==> src/pio_pkg.sv <==
// constants shared by the programmable pin port: register word indexes, reset values, pin modes
// assumes a 32-bit axi4-lite register bus and a single 100 mhz clock
// How it works
// - each of 32 pins has own direction bit
// - direction bit n pairs with mode bit n
// - upper direction bit 15 is pin 31, downward
// - direction one means input, zero output/normal
// - upper direction resets to all ones
// - lower direction resets to FC0F pattern
// - output pins drive data bit, no inversion
// - input pins read pin level, no inversion
// - data bits map like mode and direction
// - data registers have no defined reset value
// - mode,direction: 00 normal,01 pull,10 out,11 in
// - port function disconnects normal pin function
// - mode registers reset to zero, msb pin 31
package pio_pkg;
   localparam int unsigned LANE_W = 2; // byte-lane bits below the word index
   localparam int unsigned IDX_W = 8; // register word index width
   localparam int unsigned ADDR_W = IDX_W + LANE_W; // byte address width seen by the slave
   localparam int unsigned HALF_W = 16; // width of each documented register
   localparam int unsigned PIN_N = 32; // number of port pins
   // word indexes; some sit on odd halves, so each register gets a whole word at four times its index
   localparam logic [IDX_W-1:0] OFS_MODE_LO = 8'h70; // pin_function_select_low
   localparam logic [IDX_W-1:0] OFS_DIR_LO = 8'h72; // pin_direction_low
   localparam logic [IDX_W-1:0] OFS_LVL_LO = 8'h74; // pin_level_low
   localparam logic [IDX_W-1:0] OFS_MODE_HI = 8'h76; // pin_function_select_high
   localparam logic [IDX_W-1:0] OFS_DIR_HI = 8'h78; // pin_direction_high
   localparam logic [IDX_W-1:0] OFS_LVL_HI = 8'h7A; // pin_level_high
   localparam logic [HALF_W-1:0] RST_MODE = 16'h0000; // both mode registers
   localparam logic [HALF_W-1:0] RST_DIR_LO = 16'hFC0F; // lower direction
   localparam logic [HALF_W-1:0] RST_DIR_HI = 16'hFFFF; // upper direction
   localparam logic [1:0] RESP_OKAY = 2'h0; // axi okay
   localparam logic [1:0] RESP_SLVERR = 2'h2; // axi slave error for unmapped words
   // pin function as {mode, direction}
   typedef enum logic [1:0] {
      FN_NORMAL = 2'b00, // normal on-chip function
      FN_IN_PULL = 2'b01, // input with pull resistor
      FN_OUT = 2'b10, // port output
      FN_IN_NOPULL = 2'b11 // input without pull
   } pin_fn_t;
endpackage

==> src/programmable_io_port.sv <==
// programmable 32-pin i/o port with axi4-lite register access
// assumes pins are asynchronous to aclk; pad wires are resolved outside from the enables
//
// Decided for this implementation: the AXI4-Lite interface to the registers.
`timescale 1ns/10ps
module programmable_io_port (
   input wire logic aclk, // 100 mhz clock
   input wire logic aresetn, // synchronous reset, active low
   input wire logic [pio_pkg::ADDR_W-1:0] s_axi_awaddr, // write address
   input wire logic s_axi_awvalid, // write address valid
   output logic s_axi_awready, // write address ready
   input wire logic [31:0] s_axi_wdata, // write data
   input wire logic [3:0] s_axi_wstrb, // write byte strobes
   input wire logic s_axi_wvalid, // write data valid
   output logic s_axi_wready, // write data ready
   output logic [1:0] s_axi_bresp, // write response
   output logic s_axi_bvalid, // write response valid
   input wire logic s_axi_bready, // write response ready
   input wire logic [pio_pkg::ADDR_W-1:0] s_axi_araddr, // read address
   input wire logic s_axi_arvalid, // read address valid
   output logic s_axi_arready, // read address ready
   output logic [31:0] s_axi_rdata, // read data
   output logic [1:0] s_axi_rresp, // read response
   output logic s_axi_rvalid, // read data valid
   input wire logic s_axi_rready, // read data ready
   input wire logic [pio_pkg::PIN_N-1:0] pin_in, // pad input levels
   output logic [pio_pkg::PIN_N-1:0] pin_out, // pad output levels
   output logic [pio_pkg::PIN_N-1:0] pin_oe, // pad output enables, high while driving
   output logic [pio_pkg::PIN_N-1:0] pin_pull_en, // weak pull resistor enables
   input wire logic [pio_pkg::PIN_N-1:0] func_out, // normal function output per pin
   input wire logic [pio_pkg::PIN_N-1:0] func_oe, // normal function output enable per pin
   output logic [pio_pkg::PIN_N-1:0] func_in // pad level back to the normal function
);
   import pio_pkg::*;

   // pin configuration state, bit n of the 32-bit vector is pin n
   logic [PIN_N-1:0] mode_ff, nxt_mode; // function_select_bits
   logic [PIN_N-1:0] dir_ff, nxt_dir; // direction_bits
   logic [PIN_N-1:0] lvl_ff, nxt_lvl; // level_bits written by software
   // three-stage input synchroniser; stage 1 is read only by stage 2
   logic [PIN_N-1:0] sync1_ff, sync2_ff, sync3_ff;
   logic [PIN_N-1:0] pin_q_ff, nxt_pin_q; // debounced pin level
   // bus handshake state
   logic aw_ff, nxt_aw; // write address held
   logic w_ff, nxt_w; // write data held
   logic [ADDR_W-1:0] awaddr_ff, nxt_awaddr;
   logic [31:0] wdata_ff, nxt_wdata;
   logic [3:0] wstrb_ff, nxt_wstrb;
   logic bvalid_ff, nxt_bvalid;
   logic [1:0] bresp_ff, nxt_bresp;
   // ready outputs kept in their own flops so no inverter sits between flop and port
   logic awready_ff, nxt_awready, wready_ff, nxt_wready, arready_ff, nxt_arready;
   logic rvalid_ff, nxt_rvalid;
   logic [1:0] rresp_ff, nxt_rresp;
   logic [31:0] rdata_ff, nxt_rdata;
   // pad driver state
   logic [PIN_N-1:0] pout_ff, nxt_pout, poe_ff, nxt_poe, pull_ff, nxt_pull, fin_ff, nxt_fin;
   logic do_write; // both write halves held and response slot free
   logic [PIN_N-1:0] rd_lvl; // level_bits as software reads them

   // maps a byte address to a half-register select, one-hot over six words
   // the word index sits above the lane bits; an address off a word boundary maps nowhere
   function automatic logic [5:0] decode(input logic [ADDR_W-1:0] a);
      logic [5:0] s;
      s = 6'h00;
      if (a[LANE_W-1:0] == '0) begin
         case (a[ADDR_W-1:LANE_W])
            OFS_MODE_LO: s = 6'h01;
            OFS_DIR_LO: s = 6'h02;
            OFS_LVL_LO: s = 6'h04;
            OFS_MODE_HI: s = 6'h08;
            OFS_DIR_HI: s = 6'h10;
            OFS_LVL_HI: s = 6'h20;
            default: s = 6'h00;
         endcase
      end
      return s;
   endfunction

   // applies byte strobes to one 16-bit half, data in the low lanes of the word
   function automatic logic [HALF_W-1:0] merge(input logic [HALF_W-1:0] old, input logic [31:0] d,
                                              input logic [3:0] st);
      logic [HALF_W-1:0] r;
      r = old;
      if (st[0]) begin
         r[7:0] = d[7:0];
      end
      if (st[1]) begin
         r[15:8] = d[15:8];
      end
      return r;
   endfunction

   // an output pin reads back its stored bit, so a loaded pad cannot corrupt what software sees
   // input pins show the pin level, output pins show the stored bit
   always_comb begin
      for (int i = 0; i < PIN_N; i++) begin
         rd_lvl[i] = (dir_ff[i]) ? pin_q_ff[i] : lvl_ff[i];
      end
   end

   // accept a change only once stages 2 and 3 agree, filtering one-cycle glitches
   always_comb begin
      for (int i = 0; i < PIN_N; i++) begin
         nxt_pin_q[i] = (sync2_ff[i] == sync3_ff[i]) ? sync3_ff[i] : pin_q_ff[i];
      end
   end

   // synchroniser chain; no reset needed, the level settles in four cycles
   always_ff @(posedge aclk) begin
      sync1_ff <= pin_in;
      sync2_ff <= sync1_ff;
      sync3_ff <= sync2_ff;
      pin_q_ff <= nxt_pin_q;
   end

   // commit only with both halves held and no response still waiting for bready
   assign do_write = aw_ff && w_ff && !bvalid_ff;

   // bus next-state: address and data taken in either order, response after both
   always_comb begin
      nxt_aw = aw_ff;
      nxt_w = w_ff;
      nxt_awaddr = awaddr_ff;
      nxt_wdata = wdata_ff;
      nxt_wstrb = wstrb_ff;
      nxt_bvalid = bvalid_ff;
      nxt_bresp = bresp_ff;
      nxt_rvalid = rvalid_ff;
      nxt_rresp = rresp_ff;
      nxt_rdata = rdata_ff;
      if (s_axi_awvalid && !aw_ff) begin // take write address
         nxt_aw = 1'b1;
         nxt_awaddr = s_axi_awaddr;
      end
      if (s_axi_wvalid && !w_ff) begin // take write data
         nxt_w = 1'b1;
         nxt_wdata = s_axi_wdata;
         nxt_wstrb = s_axi_wstrb;
      end
      // a pending response holds the commit back, so bresp is never overwritten
      if (do_write) begin // commit and answer
         nxt_aw = 1'b0;
         nxt_w = 1'b0;
         nxt_bvalid = 1'b1;
         nxt_bresp = (decode(awaddr_ff) != 6'h00) ? RESP_OKAY : RESP_SLVERR;
      end else if (bvalid_ff && s_axi_bready) begin
         nxt_bvalid = 1'b0;
      end
      // read data is captured when the address is taken; later pin changes do not alter it
      if (s_axi_arvalid && !rvalid_ff) begin // take read, answer next cycle
         nxt_rvalid = 1'b1;
         nxt_rresp = RESP_OKAY;
         nxt_rdata = 32'h0000_0000; // upper half always reads zero
         case (decode(s_axi_araddr))
            6'h01: nxt_rdata[HALF_W-1:0] = mode_ff[HALF_W-1:0];
            6'h02: nxt_rdata[HALF_W-1:0] = dir_ff[HALF_W-1:0];
            6'h04: nxt_rdata[HALF_W-1:0] = rd_lvl[HALF_W-1:0];
            6'h08: nxt_rdata[HALF_W-1:0] = mode_ff[PIN_N-1:HALF_W];
            6'h10: nxt_rdata[HALF_W-1:0] = dir_ff[PIN_N-1:HALF_W];
            6'h20: nxt_rdata[HALF_W-1:0] = rd_lvl[PIN_N-1:HALF_W];
            default: nxt_rresp = RESP_SLVERR; // unmapped word
         endcase
      end else if (rvalid_ff && s_axi_rready) begin
         nxt_rvalid = 1'b0;
      end
      // ready is the inverse of the held flag one edge ahead
      nxt_awready = !nxt_aw;
      nxt_wready = !nxt_w;
      nxt_arready = !nxt_rvalid; // one read at a time
   end

   // bus state registers
   always_ff @(posedge aclk) begin
      if (!aresetn) begin
         aw_ff <= 1'b0;
         w_ff <= 1'b0;
         awaddr_ff <= '0;
         wdata_ff <= '0;
         wstrb_ff <= '0;
         bvalid_ff <= 1'b0;
         bresp_ff <= RESP_OKAY;
         rvalid_ff <= 1'b0;
         rresp_ff <= RESP_OKAY;
         rdata_ff <= '0;
         awready_ff <= 1'b1;
         wready_ff <= 1'b1;
         arready_ff <= 1'b1;
      end else begin
         aw_ff <= nxt_aw;
         w_ff <= nxt_w;
         awaddr_ff <= nxt_awaddr;
         wdata_ff <= nxt_wdata;
         wstrb_ff <= nxt_wstrb;
         bvalid_ff <= nxt_bvalid;
         bresp_ff <= nxt_bresp;
         rvalid_ff <= nxt_rvalid;
         rresp_ff <= nxt_rresp;
         rdata_ff <= nxt_rdata;
         awready_ff <= nxt_awready;
         wready_ff <= nxt_wready;
         arready_ff <= nxt_arready;
      end
   end

   // configuration next-state; each pin owns one mode and one direction bit
   always_comb begin
      logic [5:0] sel;
      sel = decode(awaddr_ff);
      nxt_mode = mode_ff;
      nxt_dir = dir_ff;
      nxt_lvl = lvl_ff;
      if (do_write) begin
         if (sel[0]) nxt_mode[HALF_W-1:0] = merge(mode_ff[HALF_W-1:0], wdata_ff, wstrb_ff);
         if (sel[3]) nxt_mode[PIN_N-1:HALF_W] = merge(mode_ff[PIN_N-1:HALF_W], wdata_ff, wstrb_ff);
         if (sel[1]) nxt_dir[HALF_W-1:0] = merge(dir_ff[HALF_W-1:0], wdata_ff, wstrb_ff);
         // bit 15 of the upper word lands on pin 31, bit 0 on pin 16
         if (sel[4]) nxt_dir[PIN_N-1:HALF_W] = merge(dir_ff[PIN_N-1:HALF_W], wdata_ff, wstrb_ff);
         // stored even on input pins so it drives once the pin turns output
         if (sel[2]) nxt_lvl[HALF_W-1:0] = merge(lvl_ff[HALF_W-1:0], wdata_ff, wstrb_ff);
         if (sel[5]) nxt_lvl[PIN_N-1:HALF_W] = merge(lvl_ff[PIN_N-1:HALF_W], wdata_ff, wstrb_ff);
      end
   end

   // mode and direction registers with documented reset values
   always_ff @(posedge aclk) begin
      if (!aresetn) begin
         mode_ff <= {RST_MODE, RST_MODE};
         dir_ff <= {RST_DIR_HI, RST_DIR_LO};
      end else begin
         mode_ff <= nxt_mode;
         dir_ff <= nxt_dir;
      end
   end

   // a write made before the pin turns output decides its first driven level
   // level bits are left out of reset on purpose; their content is undefined
   always_ff @(posedge aclk) begin
      lvl_ff <= nxt_lvl;
   end

   // per-pin pad multiplexer from {mode, direction}
   // open-drain use works by software toggling direction with the level bit held low
   always_comb begin
      for (int i = 0; i < PIN_N; i++) begin
         nxt_fin[i] = pin_q_ff[i];
         case (pin_fn_t'({mode_ff[i], dir_ff[i]}))
            // the normal function sees the pad only while it owns the pin
            FN_NORMAL: begin // normal function owns the pad
               nxt_pout[i] = func_out[i];
               nxt_poe[i] = func_oe[i];
               nxt_pull[i] = 1'b0;
            end
            FN_IN_PULL: begin // port input, pull on
               nxt_pout[i] = 1'b0;
               nxt_poe[i] = 1'b0;
               nxt_pull[i] = 1'b1;
               nxt_fin[i] = 1'b0;
            end
            FN_OUT: begin // drive the stored bit as is
               nxt_pout[i] = lvl_ff[i];
               nxt_poe[i] = 1'b1;
               nxt_pull[i] = 1'b0;
               nxt_fin[i] = 1'b0;
            end
            default: begin // port input, no pull
               nxt_pout[i] = 1'b0;
               nxt_poe[i] = 1'b0;
               nxt_pull[i] = 1'b0;
               nxt_fin[i] = 1'b0;
            end
         endcase
      end
   end

   // pad outputs registered; reset leaves every pin undriven
   always_ff @(posedge aclk) begin
      if (!aresetn) begin
         pout_ff <= '0;
         poe_ff <= '0;
         pull_ff <= '0;
         fin_ff <= '0;
      end else begin
         pout_ff <= nxt_pout;
         poe_ff <= nxt_poe;
         pull_ff <= nxt_pull;
         fin_ff <= nxt_fin;
      end
   end

   // every port comes straight from a flop
   assign pin_out = pout_ff;
   assign pin_oe = poe_ff;
   assign pin_pull_en = pull_ff;
   assign func_in = fin_ff;
   assign s_axi_awready = awready_ff;
   assign s_axi_wready = wready_ff;
   assign s_axi_bvalid = bvalid_ff;
   assign s_axi_bresp = bresp_ff;
   assign s_axi_arready = arready_ff;
   assign s_axi_rvalid = rvalid_ff;
   assign s_axi_rresp = rresp_ff;
   assign s_axi_rdata = rdata_ff;
endmodule // programmable_io_port

==> config.mk <==
export PLATFORM = sky130hd
export DESIGN_NAME = programmable_io_port
export DESIGN_NICKNAME = d
export VERILOG_FILES = /design/src/pio_pkg.sv /design/src/programmable_io_port.sv
export SDC_FILE = /design/constraint.sdc
export NUM_CORES = 1
export LEC_CHECK = 0
export BUFFER_PORTS_ARGS = -buffer_cell sky130_fd_sc_hd__buf_2
export CORE_MARGIN = 4
export CORE_UTILIZATION = 53
export DETAILED_ROUTE_END_ITERATION = 8
export PLACE_DENSITY = 0.83
export SYNTH_ARGS = -nofsm -noshare
export SYNTH_HDL_FRONTEND = slang
export SYNTH_SLANG_ARGS = --single-unit
==> constraint.sdc <==
create_clock -name aclk -period 3.3 [get_ports aclk]
set_input_delay 0.99 -clock aclk [delete_from_list [all_inputs] [get_ports aclk]]
set_output_delay 0.99 -clock aclk [all_outputs]
set_load 0.1 [all_outputs]
==> flow_metrics.tcl, run 1 <==
set metrics [dict create \
    rrSetupSlack_ns 0.72 \
    synth_top_area_share 0.495 \
    clkTransAtPathRegs_ns 0.06 \
    start_kind "flip-flop" \
    pwr-share-comb 0.088 \
    stdcell_count 1915 \
    post_cts_buffers 0 \
    fill_cells 1918 \
    path_buf_inv 1 \
    place_hpwl_um 24400 \
    period_needed_ns 2.58 \
    cp_slowest_cell "or4b_1" \
    std_cell_rows 58 \
    synthCells 1258 \
    switching_power_mw 2.65 \
    synthTopCellsByCount "341 x dfxtp_1, 127 x nand2_1, 105 x nor2_1" \
    critPathMaxFanout 11 \
    setup-violations-final 0 \
    drc_errors 0 \
    wire_per_inst_um 18.3 \
    synth_cell_types 44 \
    power.density_mw_per_mm2 628 \
    path_cells "nand3b_1 > or4b_1 > nor2_1 > buf_4" \
    nets 1712 \
    drtIter0Drc 794 \
    pwr-share-seq 0.499 \
    r2r_cells 4 \
    fin_area_mm2 0.0169 \
    swShare 0.250 \
    clock_latency_ns 0.52 \
    yosys.area.top_type "dfxtp_1" \
    maxSlewViolCount 0 \
    min_path_type "reg2reg" \
    yosysMostFrequentCell "dfxtp_1" \
    gr-total-overflow 0 \
    maxCapViolCount 0 \
    r2r-start "w_ff" \
    gp_congestion 0.806 \
    routed_via_density 5.38 \
    cts_root_buffer "clkbuf_16" \
    synth_edf_count 64 \
    htreeDepth 2 \
    die-area_mm2 0.0287 \
    tritoncts.num_buffers 40 \
    ys_seq_elements 405 \
    placed_area_mm2 0.0156 \
    hold-path-cell-count 0 \
    reg2reg_to "lvl_ff[16]" \
    die_w_um 169 \
    boundaryPins 328 \
    vias 10312 \
    cp.required_ns 3.52 \
    grt_max_degree 62 \
    drive_above_1_share 0.257 \
    async_flop_share 0 \
    grtUsageTotal 0.234 \
    fin_worst_skew_ns 0.0137 \
    dp_cells 1841 \
    multiInputGateArea_mm2 0.00469 \
    path_class "reg2reg" \
    worst_pin_slew_ns 1.13 \
    fmax_mhz 387 \
    die-height_um 169 \
    clock_tree.buffer_depth 3 \
    cts_hold_buf 0 \
    antenna_left 0 \
    insertedDiodeCount 0 \
    slew_headroom 0.248 \
    portBuffers 291 \
    status "finished clean" \
    grt_pass1_vias 10166 \
    cts_sinks 405 \
    hold_violations 0 \
    rsz0062_at_grt "false" \
    initial_core_util 0.543 \
    syn_area_mm2 0.0138 \
    ys_seq_area_frac 0.634 \
    p_clk_frac 0.413 \
    antenna_found_initial 3 \
    coreArea_mm2 0.0254 \
    synth_area_leaders "dfxtp_1 49%, edfxtp_1 14%, mux2i_1 4.3%, nand2_1 3.5%, nor2_1 2.9%" \
    cts_tree "done" \
    avgSynthCellArea_um2 11.0 \
    hold_ws_ns 0.319 \
    seq_area_mm2 0.00875 \
    synth_warnings 0 \
    crit_arrival_ns 2.81 \
    hold_path_startpoint "sync1_ff[13]" \
    area_growth_pct 22.4 \
    total_power_mw 10.6 \
    cpPeakStageDelay_ns 0.84 \
    intPower_mw 7.96 \
    tns_ns 0 \
    synth_flop_cell "dfxtp_1" \
    grt_pass1_wl_um 53900 \
    end_kind "flip-flop" \
    wirelength_um 35000 \
    crit_family "simple AND/OR/NAND/NOR gates" \
    drtPass1Iterations 5 \
    fin_crit_sh 0.782 \
    irDropWorstVdd_mv 0.465 \
    min_to "sync2_ff[13]" \
    leakage_nw 6.99 \
    ctsResizeCount 0 \
]
[flip-flops by register name (all words and copies together) (netlist names), 2 cells and up]
signal       cells
sync2_ff        32
awaddr_ff       10
wdata_ff        16
pin_oe          32
dir_ff          32
mode_ff         32
wstrb_ff         2
pin_pull_en     32
pin_out         32
sync1_ff        32
lvl_ff          32
pin_q_ff        32
sync3_ff        32
s_axi_rdata     16
func_in         32
[stage by stage]
| stage | setup WS [ns] | utilization |
|---|---|---|
| 2_1_floorplan | 0.555 | - |
| 3_3_place_gp | 0.684 | 0.615 |
| 3_5_place_dp | 0.629 | 0.615 |
| 4_1_cts | 0.719 | 0.665 |
| 5_1_grt | 0.587 | 0.665 |
| 6_report | 0.718 | 0.665 |
[layer usage]
| metal | global-route usage | share of wire | routed length [um] | vias up |
|---|---|---|---|---|
| li1 | - | - | - | 4896 |
| met1 | 0.292 | 0.40 | 13900 | 4879 |
| met2 | 0.408 | 0.49 | 17100 | 438 |
| met3 | 0.0454 | 0.082 | 2880 | 95 |
| met4 | 0.0812 | 0.032 | 1120 | 4 |
| met5 | 0 | 0.00063 | 22 | - |
[how the worst max path moves through the flow]
stage,start,end,slack [ns],cells past startpoint
floorplan,s_axi_bvalid,lvl_ff[10],0.56,4
global placement,s_axi_araddr[2],s_axi_rdata[7],0.68,6
detailed placement,s_axi_araddr[2],s_axi_rdata[4],0.63,6
CTS,w_ff,lvl_ff[18],0.72,4
global route,w_ff,lvl_ff[18],0.59,4
finish,w_ff,lvl_ff[16],0.72,4
[kinds of logic after synthesis]
kind of cell | Yosys count | share of synthesized area
AOI/OAI and AO/OA | 197 | 0.0871
xor gates and xnor gates | 32 | 0.0203
buffers and inverters | 102 | 0.0328
DFF | 405 | 0.634
muxes | 71 | 0.0575
other | 1 | 0.000272
and+or+nand+nor | 450 | 0.168
[cell usage in the layout (no fill, tap or decap), types with 3 or more instances in the layout]
cell type,n
nor3_1,8
nor2_1,104
mux2_2,6
o21ai_0,75
inv_1,21
a21boi_0,51
a21oi_1,33
mux2i_1,59
nor3b_1,32
nand2b_1,30
nor4_2,4
clkbuf_16,41
o221ai_1,8
buf_2,290
nand4b_1,9
buf_4,24
a31oi_1,18
mux4_2,6
edfxtp_1,64
nand3_1,76
nor2b_1,10
nand3b_1,3
and3b_1,26
clkinv_2,13
or4_1,3
clkbuf_8,4
a22oi_1,8
and3_1,4
xnor2_1,32
dfxtp_1,341
nand2_1,127
clkbuf_1,8
conb_1,18
[cell type report]
cell class / count / share of cell area
Sequential cell: 405 / 0.518
Multi-Input combinational cell: 768 / 0.278
Timing Repair Buffer: 317 / 0.0996
Clock buffer: 53 / 0.0658
Tap cell: 330 / 0.0244
Clock inverter: 21 / 0.00993
Inverter: 21 / 0.00467
[power by group through the flow]
| stage | registers (mW) | clock network, mW | logic [mW] |
|---|---|---|---|
| 6_report | 5.30 | 4.38 | 0.934 |
| 5_1_grt | 5.31 | 4.66 | 0.986 |
| 4_1_cts | 5.29 | 4.44 | 0.935 |
| 3_5_place_dp | 5.40 | 0 | 0.929 |
| 3_3_place_gp | 5.39 | 0 | 0.916 |
| 2_1_floorplan | 5.72 | 0 | 0.366 |
(Power assumes the default switching activity.)
==> run 2: changes to the inputs <==
==> constraint.sdc (replaced) <==
create_clock -name aclk -period 2.6 [get_ports aclk]
set_input_delay 0.78 -clock aclk [delete_from_list [all_inputs] [get_ports aclk]]
set_output_delay 0.78 -clock aclk [all_outputs]
set_load 0.1 [all_outputs]
==> flow_metrics.tcl, run 2 (synthesized netlist as in run 1, its figures left out) <==
set metrics [dict create \
    boundaryPins 328 \
    antenna_left 0 \
    clkTransAtPathRegs_ns 0.06 \
    area_growth_pct 23.1 \
    fin_crit_sh 0.840 \
    drc_errors 0 \
    fmax_mhz 458 \
    min_path_type "reg2reg" \
    cp.required_ns 1.82 \
    maxCapViolCount 0 \
    die_w_um 169 \
    final_common_cell "dfxtp_1" \
    period_needed_ns 2.18 \
    end_kind "primary output" \
    status "finished clean" \
    grt_max_degree 63 \
    total_power_mw 13.5 \
    dp_slack_ns 0.275 \
    leakage_nw 7.02 \
    maxSlewViolCount 0 \
    irDropWorstVdd_mv 0.692 \
    routed_via_density 5.40 \
    cts_tree "done" \
    path_class "reg2out" \
    cts_sinks 405 \
    start_kind "flip-flop" \
    die-area_mm2 0.0287 \
    cts_hold_buf 0 \
    path_buf_inv 1 \
    setup-violations-final 0 \
    clock_latency_ns 0.52 \
    wirelength_um 35300 \
    crit_arrival_ns 1.40 \
    cts_root_buffer "clkbuf_16" \
    gr-total-overflow 0 \
    coreArea_mm2 0.0254 \
    timing.final.ws_setup_ns 0.417 \
    place_hpwl_um 24600 \
    utilization 0.669 \
    grt_pass1_wl_um 54200 \
    power.density_mw_per_mm2 798 \
    std_cell_rows 58 \
    drive_above_1_share 0.258 \
    rsz0062_at_grt "false" \
    grt_pass1_vias 10267 \
    die-height_um 169 \
    htreeDepth 2 \
    slew_headroom 0.423 \
    final_cell_mix "341 x dfxtp_1, 290 x buf_2, 127 x nand2_1" \
    vias 10378 \
    antenna_found_initial 4 \
    path_cells "buf_2" \
    drtPass1Iterations 7 \
    fin_worst_skew_ns 0.0136 \
    tritoncts.num_buffers 39 \
    post_cts_buffers 0 \
    cp_slowest_cell "buf_2" \
    wire_per_inst_um 18.3 \
    critPathMaxFanout 5 \
    drtIter0Drc 851 \
    initial_core_util 0.543 \
    nets 1720 \
    hold_violations 0 \
    worst_pin_slew_ns 0.862 \
    clock_tree.buffer_depth 3 \
    cpPeakStageDelay_ns 0.47 \
    hold_ws_ns 0.322 \
    grtUsageTotal 0.235 \
    crit_family "buffers and inverters" \
    portBuffers 291 \
    gp_congestion 0.797 \
    tns_ns 0 \
    ctsResizeCount 0 \
]
[run 2: metal layers]
| metal | wire [um] | share of wire | vias up | global-route usage |
|---|---|---|---|---|
| li1 | - | - | 4920 | - |
| met5 | 40 | 0.0011 | - | 0 |
| met1 | 14200 | 0.40 | 4930 | 0.301 |
| met2 | 17100 | 0.49 | 424 | 0.405 |
| met3 | 2730 | 0.077 | 98 | 0.0436 |
| met4 | 1190 | 0.034 | 6 | 0.0805 |
[run 2: through the flow]
stage,cell area (um^2),instances
after detailed placement,15700,1850
after global placement,15700,1850
final,17000,1923
after CTS,17000,1922
after floorplan,13900,1275
after global routing,17000,1923
[run 2: area by class of cell]
type | count | area (um^2)
flip-flops and latches | 405 | 8750
fillers | 1938 | 8420
multi-input cells | 768 | 4700
repair buffers | 326 | 1730
clock buffers | 61 | 1180
well taps | 330 | 413
clock inverters | 11 | 124
inverters | 21 | 78.8
diodes | 1 | 2.50
[run 2: where the power goes]
group          switching, mW  internal (mW)
registers              0.134           6.59
clock network           2.30           3.34
logic                  0.897          0.293
total                   3.33           10.2
[run 2: path summary, 6_finish.rpt]
check / endpoint / startpoint / slack (ns) / cells past startpoint
worst max-delay path: s_axi_rvalid / s_axi_rvalid / 0.42 / 1
worst min-delay path: sync2_ff[5] / sync1_ff[5] / 0.32 / 0
worst max register to register: lvl_ff[22] / s_axi_bvalid / 0.43 / 4
worst min register to register: sync2_ff[5] / sync1_ff[5] / 0.32 / 0
==> run 3: changes to the inputs <==
==> constraint.sdc (replaced) <==
create_clock -name aclk -period 2.1 [get_ports aclk]
set_input_delay 0.63 -clock aclk [delete_from_list [all_inputs] [get_ports aclk]]
set_output_delay 0.63 -clock aclk [all_outputs]
set_load 0.1 [all_outputs]
==> flow_metrics.tcl, run 3 (synthesized netlist as in run 1, its figures left out) <==
set metrics [dict create \
    tritoncts.num_buffers 40 \
    drc_errors 0 \
    path_cells "or3_4 > or4b_1 > buf_4 > nor2_4" \
    cp.required_ns 2.28 \
    met1_usage 0.293 \
    period_needed_ns 2.04 \
    r2r-start "awaddr_ff[0]" \
    grt.busiest_layer "met2" \
    routed_via_density 5.40 \
    cts_root_buffer "clkbuf_16" \
    cp_slowest_cell "or4b_1" \
    start_kind "flip-flop" \
    portBuffers 291 \
    leakage_nw 7.07 \
    hold_path_startpoint "pin_in[2]" \
    vias 10415 \
    gr-total-overflow 0 \
    cts_sinks 405 \
    wire_per_inst_um 18.2 \
    crit_family "simple AND/OR/NAND/NOR gates" \
    area_growth_pct 24.0 \
    place_hpwl_um 24900 \
    final_cell_mix "340 x dfxtp_1, 290 x buf_2, 127 x nand2_1" \
    drive_above_1_share 0.262 \
    fin_crit_sh 0.972 \
    htreeDepth 2 \
    gp_congestion 0.819 \
    setup-violations-final 0 \
    final_common_cell "dfxtp_1" \
    fin_area_mm2 0.0171 \
    maxCapViolCount 0 \
    drtIter0Drc 849 \
    min_path_type "in2reg" \
    critPathMaxFanout 12 \
    post_cts_buffers 0 \
    hold_violations 0 \
    rrSetupSlack_ns 0.06 \
    ctsResizeCount 0 \
    cpPeakStageDelay_ns 0.47 \
    nets 1726 \
    clkTransAtPathRegs_ns 0.06 \
    fin_worst_skew_ns 0.0143 \
    irDropWorstVdd_mv 0.809 \
    initial_core_util 0.543 \
    clock_tree.buffer_depth 3 \
    std_cell_rows 58 \
    min_to "sync1_ff[2]" \
    fill_cells 1891 \
    placed_area_mm2 0.0158 \
    path_class "reg2reg" \
    cts_tree "done" \
    antenna_left 0 \
    reg2reg_to "lvl_ff[30]" \
    worst_pin_slew_ns 0.982 \
    rsz0062_at_grt "false" \
    clock_latency_ns 0.53 \
    crit_arrival_ns 2.22 \
    tns_ns 0 \
    power.density_mw_per_mm2 994 \
    grt_pass1_wl_um 54400 \
    grt_max_degree 94 \
    end_kind "flip-flop" \
    slew_headroom 0.342 \
    wirelength_um 35200 \
    r2r_cells 4 \
    die-area_mm2 0.0287 \
    coreArea_mm2 0.0254 \
    path_buf_inv 1 \
    boundaryPins 328 \
    die-height_um 169 \
    grt_util_met3 0.0494 \
    die_w_um 169 \
    drtPass1Iterations 5 \
    cts_hold_buf 0 \
    grt_pass1_vias 10350 \
    insertedDiodeCount 0 \
    grtUsageTotal 0.237 \
    maxSlewViolCount 0 \
    fmax_mhz 490 \
    status "finished clean" \
    antenna_found_initial 0 \
    hold-path-cell-count 1 \
    grtUsageMet2 0.414 \
]
run 3: worst max path at each step:
stage | from | to | slack [ns] | cells past startpoint
after floorplan | s_axi_bvalid | lvl_ff[0] | 0.02 | 4
after global placement | awaddr_ff[0] | lvl_ff[30] | 0.06 | 4
after detailed placement | s_axi_araddr[5] | s_axi_rdata[5] | 0.03 | 5
after CTS | awaddr_ff[0] | lvl_ff[28] | 0.05 | 4
after global routing | awaddr_ff[0] | mode_ff[30] | 0.02 | 6
final | awaddr_ff[0] | lvl_ff[30] | 0.06 | 4
run 3: layout make-up:
cell class,count,area [um^2],area share
sequential,405,8750,0.512
multi-input combinational,768,4710,0.276
timing repair buffer,331,1810,0.106
clock buffer,61,1160,0.0679
tap,330,413,0.0241
clock inverter,12,173,0.0101
inverter,21,78.8,0.00461
run 3: power by group:
| group | total (mW) | switching, mW | internal, mW |
|---|---|---|---|
| Sequential | 8.32 | 0.165 | 8.15 |
| Clock | 7.19 | 2.87 | 4.32 |
| Combinational | 1.49 | 1.12 | 0.376 |
| Total | 17.0 | 4.16 | 12.8 |
run 3: metrics by stage:
stage	setup WS (ns)	hold WS, ns	total power, mW	utilization	cells
final	0.0579	0.200	17.0	0.673	1928
after global routing	0.0237	0.187	17.6	0.673	1928
after CTS	0.0510	0.185	17.1	0.673	1928
after detailed placement	0.0331	0.312	9.97	0.621	1855
after global placement	0.0617	0.310	9.93	0.621	1855
after floorplan	0.0198	0.310	9.57	-	1275
run 3: per-layer routing:
metal	vias to the layer above	routed length [um]
met4	0	1010
li1	4920	-
met3	84	2890
met2	454	17300
met1	4957	14000
met5	-	0
